## src/logic/rf_switch_power_state_regs.vh

```
`ifndef RF_SWITCH_POWER_STATE_REGS_VH
`define RF_SWITCH_POWER_STATE_REGS_VH

// ----------------------------------------
// clock and timing
// ----------------------------------------
`define CLK_PERIOD_NS       10
`define READY_MAX_US        20
`define CP_SETTLE_US        18
`define CP_SETTLE_CYC       ((`CP_SETTLE_US * 1000) / `CLK_PERIOD_NS)

// ----------------------------------------
// serial slave register addresses
// ----------------------------------------
`define SWITCH_REG_ADDR     5'h00
`define POWER_STATE_REG_ADDR 5'h1C

// ----------------------------------------
// power state register field and codes
// ----------------------------------------
`define PM_FIELD_HI         7
`define PM_FIELD_LO         6
`define PM_ACTIVE           2'h0
`define PM_STARTUP          2'h1
`define PM_LOWPWR           2'h2

// ----------------------------------------
// reset values of slave registers
// ----------------------------------------
`define SWITCH_REG_DEFAULT  8'h00
`define POWER_REG_DEFAULT   2'h0

// ----------------------------------------
// frame layout, msb first after start
// ----------------------------------------
`define FRAME_BITS          5'h16
`define CMD_WRITE           3'h2
`define FR_SA_HI            21
`define FR_SA_LO            18
`define FR_CMD_HI           17
`define FR_CMD_LO           15
`define FR_ADDR_HI          14
`define FR_ADDR_LO          10
`define FR_DATA_HI          8
`define FR_DATA_LO          1

`endif
```

## src/logic/rf_switch_power_state_control.v

```verilog
// Behaviour
// - exactly one of shutdown, startup, active, low power is held
// - state moves on power register writes or interface supply change; startup goes on to active after one cycle by itself
// - startup loads every slave register with its default value
// - slave off only in shutdown; charge pump on only in active
// - switch paths follow commands only in active state
// - ready within 20 us of both supplies being applied
`include "rf_switch_power_state_regs.vh"
`default_nettype none

module rf_switch_power_state_control #(
  parameter [3:0] USID = 4'h7  // arbitrary slave id
) (
  input  wire       clk,
  input  wire       sys_rst,
  input  wire       vioPin,
  input  wire       sclkPin,
  input  wire       sdataPin,
  output wire [3:0] stateOneHot,
  output wire       slaveActive,
  output wire       chargePumpOn,
  output wire       regsAtDefault,
  output wire       pathValid,
  output wire [5:0] pathEnable
);

  // ----------------------------------------
  // states
  // ----------------------------------------
  localparam [3:0] ST_SHUT  = 4'h1;
  localparam [3:0] ST_START = 4'h2;
  localparam [3:0] ST_ACT   = 4'h4;
  localparam [3:0] ST_LOW   = 4'h8;
  localparam integer SETTLE_INT = `CP_SETTLE_CYC;
  localparam [11:0]  SETTLE_CYC = SETTLE_INT[11:0];

  // ----------------------------------------
  // functions
  // ----------------------------------------
  function oddOk;
    input [12:0] bits;
    begin
      oddOk = ^bits;
    end
  endfunction

  // ----------------------------------------
  // pin synchronisers
  // ----------------------------------------
  reg [1:0] vioSync_r;
  reg [1:0] sclkSync_r;
  reg [1:0] sdataSync_r;
  reg       sclkPrev_r;
  reg       sdataPrev_r;

  always @(posedge clk or posedge sys_rst) begin
    if (sys_rst) begin
      vioSync_r   <= 2'h0;
      sclkSync_r  <= 2'h0;
      sdataSync_r <= 2'h0;
      sclkPrev_r  <= 1'b0;
      sdataPrev_r <= 1'b0;
    end else begin
      vioSync_r   <= {vioSync_r[0], vioPin};
      sclkSync_r  <= {sclkSync_r[0], sclkPin};
      sdataSync_r <= {sdataSync_r[0], sdataPin};
      sclkPrev_r  <= sclkSync_r[1];
      sdataPrev_r <= sdataSync_r[1];
    end
  end

  wire vioOn    = vioSync_r[1];
  wire sclk     = sclkSync_r[1];
  wire sdata    = sdataSync_r[1];
  wire sclkFall = sclkPrev_r & ~sclk;
  // start: data falls while clock low and outside a frame
  wire seqStart = ~sclk & ~sclkPrev_r & sdataPrev_r & ~sdata;

  // ----------------------------------------
  // frame receiver, write commands only
  // ----------------------------------------
  reg        inFrame_r;
  reg [4:0]  bitCnt_r;
  reg [21:0] shift_r;
  reg        frameDone_r;
  reg [3:0]  state_r;

  // a frame cut by a state change is dropped, never resumed
  wire rxEnable = (state_r == ST_ACT) | (state_r == ST_LOW);

  always @(posedge clk or posedge sys_rst) begin
    if (sys_rst) begin
      inFrame_r   <= 1'b0;
      bitCnt_r    <= 5'h00;
      shift_r     <= 22'h000000;
      frameDone_r <= 1'b0;
    end else begin
      frameDone_r <= 1'b0;
      if (!rxEnable) begin
        inFrame_r <= 1'b0;
        bitCnt_r  <= 5'h00;
      end else if (!inFrame_r) begin
        if (seqStart) begin
          inFrame_r <= 1'b1;
          bitCnt_r  <= 5'h00;
        end
      end else if (sclkFall) begin
        // slave samples on the falling clock edge
        shift_r  <= {shift_r[20:0], sdata};
        bitCnt_r <= bitCnt_r + 5'h01;
        if (bitCnt_r == `FRAME_BITS - 5'h01) begin
          inFrame_r   <= 1'b0;
          frameDone_r <= 1'b1;
        end
      end
    end
  end

  wire [4:0] frAddr = shift_r[`FR_ADDR_HI:`FR_ADDR_LO];
  wire [7:0] frData = shift_r[`FR_DATA_HI:`FR_DATA_LO];
  // odd parity over command half and over data byte
  wire cmdParOk = oddOk(shift_r[21:9]);
  wire datParOk = oddOk({4'h0, shift_r[8:0]});
  // a bad parity drops the whole frame, nothing is half written
  wire frWrite = frameDone_r
               & (shift_r[`FR_SA_HI:`FR_SA_LO] == USID)
               & (shift_r[`FR_CMD_HI:`FR_CMD_LO] == `CMD_WRITE)
               & cmdParOk
               & datParOk;
  wire pwrWrite = frWrite & (frAddr == `POWER_STATE_REG_ADDR);
  wire swWrite  = frWrite & (frAddr == `SWITCH_REG_ADDR);
  wire [1:0] pwrCode = frData[`PM_FIELD_HI:`PM_FIELD_LO];

  // ----------------------------------------
  // operating state
  // ----------------------------------------
  reg [3:0]  state_nxt;
  reg [1:0]  powerReg_r;
  reg [7:0]  switchReg_r;
  reg [11:0] settle_r;
  reg [5:0]  pathEn_r;

  always @* begin
    state_nxt = state_r;
    case (state_r)
      ST_SHUT: begin
        if (vioOn) begin
          state_nxt = ST_START;
        end
      end
      ST_START: begin
        state_nxt = vioOn ? ST_ACT : ST_SHUT;
      end
      ST_ACT, ST_LOW: begin
        if (!vioOn) begin
          state_nxt = ST_SHUT;
        end else if (pwrWrite) begin
          case (pwrCode)
            `PM_ACTIVE:  state_nxt = ST_ACT;
            `PM_STARTUP: state_nxt = ST_START;
            `PM_LOWPWR:  state_nxt = ST_LOW;
            default:     state_nxt = state_r;   // reserved code ignored
          endcase
        end
      end
      default: state_nxt = ST_SHUT;
    endcase
  end

  always @(posedge clk or posedge sys_rst) begin
    if (sys_rst) begin
      state_r     <= ST_SHUT;
      powerReg_r  <= `POWER_REG_DEFAULT;
      switchReg_r <= `SWITCH_REG_DEFAULT;
      settle_r    <= 12'h000;
      pathEn_r    <= 6'h00;
    end else begin
      state_r <= state_nxt;
      if (state_r == ST_START) begin
        powerReg_r  <= `POWER_REG_DEFAULT;
        switchReg_r <= `SWITCH_REG_DEFAULT;
      end else begin
        if (pwrWrite && pwrCode != 2'h3) powerReg_r <= pwrCode;
        if (swWrite) switchReg_r <= frData;
      end
      // pump restarts on every entry to active
      // pump output is not sensed; a fixed count stands in for it
      if (state_nxt != ST_ACT) begin
        settle_r <= SETTLE_CYC;
      end else if (settle_r != 12'h000) begin
        settle_r <= settle_r - 12'h001;
      end
      if (state_r == ST_ACT && settle_r == 12'h000) begin
        case (switchReg_r)
          8'h01:   pathEn_r <= 6'h01;
          8'h02:   pathEn_r <= 6'h02;
          8'h03:   pathEn_r <= 6'h04;
          8'h04:   pathEn_r <= 6'h08;
          8'h05:   pathEn_r <= 6'h10;
          8'h06:   pathEn_r <= 6'h20;
          default: pathEn_r <= 6'h00;
        endcase
      end else begin
        pathEn_r <= 6'h00;
      end
    end
  end

  // ----------------------------------------
  // outputs
  // ----------------------------------------
  assign stateOneHot   = state_r;
  assign slaveActive   = (state_r != ST_SHUT);
  assign chargePumpOn  = (state_r == ST_ACT);
  assign regsAtDefault = (state_r == ST_START);
  assign pathValid     = (state_r == ST_ACT) & (settle_r == 12'h000);
  assign pathEnable    = pathEn_r;

endmodule // rf_switch_power_state_control

`default_nettype wire

```

## config.mk

```make
export PLATFORM = sky130hd
export DESIGN_NAME = rf_switch_power_state_control
export DESIGN_NICKNAME = d
export VERILOG_FILES = /design/src/logic/rf_switch_power_state_control.v
export VERILOG_INCLUDE_DIRS = /design/src /design/src/logic
export SDC_FILE = /design/constraint.sdc
export NUM_CORES = 1
export LEC_CHECK = 0
export BUFFER_PORTS_ARGS = -buffer_cell sky130_fd_sc_hd__buf_2
export CAP_MARGIN = 40
export CORE_ASPECT_RATIO = 0.6
export CORE_UTILIZATION = 50
export CTS_BUF_LIST = sky130_fd_sc_hd__clkbuf_8
export DETAILED_ROUTE_END_ITERATION = 12
export HOLD_SLACK_MARGIN = 0.15
export PLACE_DENSITY = 0.7
export SLEW_MARGIN = 30
export SYNTH_ARGS = -nofsm -noshare
export SYNTH_HDL_FRONTEND = slang
export SYNTH_SLANG_ARGS = --single-unit
export TNS_END_PERCENT = 10
```

## constraint.sdc

```tcl
create_clock -name clk -period 2.4 [get_ports clk]
set_input_delay 0.48 -clock clk [delete_from_list [all_inputs] [get_ports clk]]
set_output_delay 0.48 -clock clk [all_outputs]
set_load 0.01 [all_outputs]
```

; ---- After elaboration in Yosys (flattened, before gate mapping)
; Index checks and enable logic that the tools add are counted.
[totals]
ff_bits = 67
input_bits = 5
elab_cells = 87
[op_classes]
add_sub_neg = 2
n_eq_ne = 20
mux = 25
bitwise_logic = 15
reduce_logical = 12
[op_table]
columns = operator, count
row1 = 6-bit case mux with 6 select lines, 1
row2 = 13-bit parity, 2
row3 = "8-bit by 3-bit equality test with 1-bit output, second input constant", 3
row4 = 12-bit two-way mux, 2
row5 = 4-bit case mux with 3 select lines, 2
row6 = 5-bit two-way mux, 4
row7 = "8-bit by 2-bit equality test with 1-bit output, second input constant", 2
row8 = 8-bit two-way mux, 2
row9 = 12-bit zero test, 1
row10 = 4-bit two-way mux, 3
row11 = 12-bit nonzero test, 1
row12 = "12-bit by 1-bit subtractor with 12-bit output, second input constant", 1
row13 = 1-bit bitwise AND, 11
row14 = "5-bit equality test, second input constant", 2
row15 = 1-bit two-way mux, 9
row16 = "4-bit by 3-bit equality test with 1-bit output, second input constant", 2
row17 = "8-bit by 1-bit equality test with 1-bit output, second input constant", 1
row18 = 6-bit two-way mux, 1
row19 = "3-bit != test, second input constant", 2
row20 = "5-bit by 1-bit adder with 5-bit output, second input constant", 1
row21 = 5-bit zero test, 1
row22 = "4-bit by 1-bit equality test with 1-bit output, second input constant", 1
row23 = "4-bit by 2-bit equality test with 1-bit output, second input constant", 1
row24 = "4-bit equality test, second input constant", 1
row25 = other kinds (14), 17

; ---- Logic depth before layout (Yosys ltp)
[depth]
word_depth = 11
mapped_depth = 9
depth_no_buf = 7

; ---- Worst setup path before layout
; OpenSTA, ideal clock, no wires.
[synth_path]
path_kind = register to register
start = register shift_r[15]
end = register settle_r[8]
arrival_ns = 2.280
t_required_ns = 2.274
slack_ns = -0.006
stages_incl_launch_ff = 10
n_path_buf = 2
period_less_slack_ns = 2.406
cell_sequence = dfrtp_1 -> inv_1 -> ha_1 -> xnor2_1 -> xnor2_1 -> or4_4 -> buf_6 -> o31a_1 -> buf_6 -> a221o_1
[synth_between]
elab_chain_cells = 10
elab_cells_between_ends = 12
cone_classes = 2 x eq/ne / 4 x mux / 4 x bitwise / 2 x reduce/logical
[synth_lines]
columns = element, line_no
row1 = start: declaration, rf_switch_power_state_control.v:84  ; reg [21:0] shift_r;
row2 = start signal: assignment, rf_switch_power_state_control.v:109  ; shift_r <= {shift_r[20:0], sdata};
row3 = 3-bit by 2-bit equality test with 1-bit output (no source line), n/a
row4 = 1-bit bitwise AND, rf_switch_power_state_control.v:125  ; wire frWrite = frameDone_r
row5 = 1-bit bitwise AND * (2 in a row), rf_switch_power_state_control.v:125
row6 = 1-bit bitwise AND *, rf_switch_power_state_control.v:130  ; wire pwrWrite = frWrite & (frAddr == `POWER_STATE_REG_ADDR);
row7 = 4-bit two-way mux *, rf_switch_power_state_control.v:157  ; end else if (pwrWrite) begin
row8 = 4-bit two-way mux *, rf_switch_power_state_control.v:155  ; if (!vioOn) begin
row9 = 4-bit case mux with 3 select lines *, rf_switch_power_state_control.v:145  ; case (state_r)
row10 = 4-bit by 3-bit != test with 1-bit output *, rf_switch_power_state_control.v:188  ; if (state_nxt != ST_ACT) begin
row11 = 12-bit two-way mux or 2-bit nonzero test (tied branches), n/a
row12 = end signal: assignment, rf_switch_power_state_control.v:191  ; settle_r <= settle_r - 12'h001;
row13 = end: declaration, rf_switch_power_state_control.v:140  ; reg [11:0] settle_r;
; Every way passes the cells marked *; elsewhere a longest branch is shown, timed or not.
; A chain may end at the register's enable or synchronous reset.

; ---- Worst setup path after layout
; Same ends and word-level chain as after synthesis.

==> out/metrics.sh <==
CLKSINKCOUNT=67
SYNTH.AREA.TOP_CELLS='sky130_fd_sc_hd__dfrtp_1 (53%), sky130_fd_sc_hd__mux2_2 (7.6%), sky130_fd_sc_hd__a21oi_1 (3.4%), sky130_fd_sc_hd__o31ai_1 (2.7%), sky130_fd_sc_hd__xnor2_1 (2.3%)'
SETUP_WS_NS=-0.0251
SYNTH.LIB_CELLS_USED.DISTINCT=45
CRITICAL_PATH_ARRIVAL_NS=2.66
FINAL_HOLD_VIOL_COUNT=0
P_INT_uW=1810
CLOCK_NETWORK_FRACTION_OF_DESIGN_POWER_PCT=37.3
DIE-WIDTH_UM=104
MOSTFREQUENTLAYOUTCELL='sky130_fd_sc_hd__dfrtp_1'
ASYNCSETRESETFLOPFRACSYNTH_PCT=100
SYN_AVG_CELL_AREA_UM2=11.5
FINAL_NET_COUNT=327
STARTPOINT='shift_r[15]$_DFFE_PP0P_'
CLK_PIN_SLEW_WORST_PATHS_NS=0.07
VIAS_PER_CELL=5.57
CTS-BUFFERS-INSERTED=9
CLOCK_TREE.HTREE_LEVEL_COUNT=3
PWR-SHARE-SEQ_PCT=48.7
SYNTH.LARGEST_AREA_CELL='sky130_fd_sc_hd__dfrtp_1'
POWER.SWITCHING_uW=646
VIAS=2245
ANTENNADIODECOUNT=0
LAYOUT_COMMON_CELLS='sky130_fd_sc_hd__dfrtp_1 (66), sky130_fd_sc_hd__buf_4 (28), sky130_fd_sc_hd__a21oi_1 (21), sky130_fd_sc_hd__mux2_2 (21), sky130_fd_sc_hd__buf_2 (18)'
ACHIEVABLE-FREQUENCY_MHz=412
DRT.ANTENNA.VIOLATING_NETS=0
POST_SYNTHESIS_SEQUENTIAL_AREA_RATIO_PCT=54.2
LAYOUT.FILLER_CELLS=454
OVERALL_ROUTING_RESOURCE_USAGE_PCT=20.6
GLOBALPLACE.CONGESTION=0.850
GR-TOTAL-OVERFLOW=0
TIMING.FINAL.CRIT_SHARE_PCT=101
SYNTH_AREA_MM2=0.00309
CTS_HOLD_BUF=0
CAP_VIOLATIONS=0
SETUP_SLACK_AT_PLACEMENT_NS=-0.0497
WORST_PIN_SLEW_NS=0.555
TIMING.CRITICAL_PATH.REQUIRED_NS=2.63
CORE.ROWCOUNT=21
ROUTED_WIRELENGTH_UM=6090
R2R_START='shift_r[15]$_DFFE_PP0P_'
COREAREA_MM2=0.00575
DETAIL_ROUTE.FIRST_PASS.ITERATIONS=6
SWITCHING_SHARE_PCT=26.3
FLOORPLAN.INITIALDENSITY_PCT=53.8
SYNTH_TOP_AREA_SHARE_PCT=53.4
HALF_PERIMETER_WIRE_LENGTH_OF_THE_DETAILED_PLACEMENT_RESULT_UM=4300
SYNTH-EDFF-COUNT=0
FINALWORSTPATHREQUIREDPERIOD_NS=2.43
FLOORPLAN.DIE_AREA_MM2=0.00651
SYNTH-SEQ-CELLS=67
WORSTSKEWPAIRLATENCY_NS=0.35
GRT_PASS1_VIAS=2075
NET_COUNT_SYNTH=279
PD_CELLS_mW_PER_MM2=663
GRT_MAX_DEGREE=37
RSZ_0062_RAISED_AFTER_GLOBAL_ROUTING='yes'
FIN_HOLD_WS_NS=0.206
OUTCOME='finished with violations'
CP-END-KIND='flip-flop'
VDD_IR_DROP_MAX_uV=463
NUMBER_OF_INSTANCES_IN_THE_SYNTHESIZED_NETLIST=270
AREA_DELTA_SYNTH_FINAL_PCT=19.8
ROUTE.DETAILED.WL_PER_INST_UM=15.1
YS_DOMINANT_REG_CELL='sky130_fd_sc_hd__dfrtp_1'
SETUP.WORST_PATH.START_CLASS='flip-flop'
SLEW_VIOL_FINAL=0
ROUTE.DETAILED.DRC=0
PLACE.DETAILED.INSTANCES=384
INITIAL_ANTENNA_VIOLATION_COUNT=0
CTS_BUFFER_DEPTH=2
CTS_TREE='built'
TIMING.FINAL.SETUP_VIOLATIONS=1
DRTITER0DRC=114
FAILING_CHECKS='setup timing'
SYNTH_WARNINGS=0
CTS.ROOT.BUFFER_CELL='sky130_fd_sc_hd__clkbuf_8'
DIEHEIGHT_UM=62.9
WIRE_LENGTH_OF_THE_FIRST_GLOBAL_ROUTING_PASS_UM=10200
HOLD_PATH_CLASS='in -> async'
NUMPORTBUFFERS=18
STDCELL_COUNT=403
MAXSLEWHEADROOM_PCT=62.5
DESIGN.PORTCOUNT=19
CRITICAL_PATH.MAX_FANOUT=7
WORSTSETUPPATHTYPE='reg -> reg'
P_LEAK_uW=0.00174
POST_ROUTE_CLOCK_SKEW_NS=0.00915
FINAL_LAYOUT_SIZE_SUFFIX_GT1_SHARE_PCT=29.7
P_COMB_SHARE_PCT=14.0
==> final cells by class <==
class,count,area (um^2),area share [%]
Inverter,8,30.0,0.810
Sequential cell,67,1680,45.3
Tap cell,80,100,2.70
Clock inverter,6,58.8,1.59
Timing Repair Buffer,47,320,8.64
Clock buffer,10,138,3.71
Multi-Input combinational cell,185,1380,37.3
==> synth_stat cells (2+ instances only) <==
library cell	count
sky130_fd_sc_hd__buf_6	2
sky130_fd_sc_hd__o21ai_0	8
sky130_fd_sc_hd__nor4_1	3
sky130_fd_sc_hd__a21oi_1	21
sky130_fd_sc_hd__mux2i_1	2
sky130_fd_sc_hd__nand4_1	10
sky130_fd_sc_hd__nor2_1	17
sky130_fd_sc_hd__nand2b_1	6
sky130_fd_sc_hd__xnor3_1	2
sky130_fd_sc_hd__dfrtp_1	66
sky130_fd_sc_hd__or4_1	2
sky130_fd_sc_hd__buf_2	2
sky130_fd_sc_hd__nor2b_1	3
sky130_fd_sc_hd__clkbuf_1	6
sky130_fd_sc_hd__inv_1	8
sky130_fd_sc_hd__or4b_2	2
sky130_fd_sc_hd__or3_1	3
sky130_fd_sc_hd__nand3_1	9
sky130_fd_sc_hd__nand2_1	15
sky130_fd_sc_hd__xor2_1	8
sky130_fd_sc_hd__nor3_1	7
sky130_fd_sc_hd__and3_1	2
sky130_fd_sc_hd__ha_1	4
sky130_fd_sc_hd__o31ai_1	11
sky130_fd_sc_hd__nand4b_1	2
sky130_fd_sc_hd__xnor2_1	8
sky130_fd_sc_hd__mux2_2	21
sky130_fd_sc_hd__nor4b_1	2
sky130_fd_sc_hd__o31a_1	2
==> worst paths after layout <==
kind                                           end  slack, ns  depth (start not counted)
setup / recovery           settle_r[8]$_DFFE_PP0P_      -0.03                          7
hold / removal              vioSync_r[0]$_DFF_PP0_       0.21                          3
setup reg to reg           settle_r[8]$_DFFE_PP0P_      -0.03                          7
hold reg to reg             vioSync_r[1]$_DFF_PP0_       0.35                          0
max in group asynchronous  pathEnable[2]$_DFF_PP0_       1.84                          3
min in group clk           sclkSync_r[0]$_DFF_PP0_       0.24                          1
==> registers in the layout, indices dropped and copies added (netlist names) <==
signal / count
bitCnt_r: 5
frameDone_r: 1
inFrame_r: 1
pathEnable: 6
sclkPrev_r: 1
sclkSync_r: 2
sdataPrev_r: 1
sdataSync_r: 2
settle_r: 12
shift_r: 22
stateOneHot: 4
switchReg_r: 8
vioSync_r: 2
==> cell families (layout without fill, tap and decap cells) <==
kind of cell | Yosys count | in the layout | share of synthesized area, %
AO/OA/AOI/OAI | 51 | 51 | 11.1
XOR/XNOR | 18 | 18 | 5.99
adder cells (fa/ha/maj) | 4 | 4 | 1.62
buffers and inverters | 18 | 71 | 2.75
flip-flops | 67 | 67 | 54.2
multiplexers | 23 | 23 | 8.29
AND/OR/NAND/NOR | 89 | 89 | 16.0
==> routing by layer <==
layer	wire (um)	track usage, %	vias up	part of all wire [%]
met5	0	0	-	0
met4	78	7.79	0	1.3
met3	426	7.72	8	7.0
met2	2520	27.8	62	41
met1	3060	30.0	1091	50
li1	-	-	1084	-
==> power by group through the flow <==
stage / registers (uW) / logic (uW) / clock network (uW)
floorplan: 1230 / 196 / 0
CTS: 1200 / 347 / 951
global placement: 1220 / 335 / 0
finish: 1200 / 345 / 916
global route: 1200 / 378 / 993
detailed placement: 1220 / 340 / 0
==> metrics by stage <==
stage,instance area [um^2],setup TNS [ns],utilization [%],power (uW)
finish,3710,-0.0251,64.4,2460
global placement,3440,0,59.7,1550
CTS,3640,0,63.2,2490
global route,3710,-0.394,64.4,2570
floorplan,3090,0,-,1420
detailed placement,3440,-0.0497,59.7,1560
==> worst max-delay path: stages (launching register included) <==
cell and delay (ns):
sky130_fd_sc_hd__dfrtp_1 0.39, sky130_fd_sc_hd__inv_2 0.08, sky130_fd_sc_hd__ha_4 0.22, sky130_fd_sc_hd__xnor2_4 0.13, sky130_fd_sc_hd__xnor2_2 0.16, sky130_fd_sc_hd__or4_4 0.57, sky130_fd_sc_hd__o31a_1 0.42, sky130_fd_sc_hd__a221o_1 0.34
==> timing repair <==
item / CTS / global route
setup endpoints to repair: 3 / 10
buffers inserted: 0 / 3
gates resized for setup: 1 / 6
pin swaps: 1 / 3
hold endpoints to repair: 0 / 0
gates cloned: 0 / 0
No activity file was read; power rests on OpenSTA's default activity.
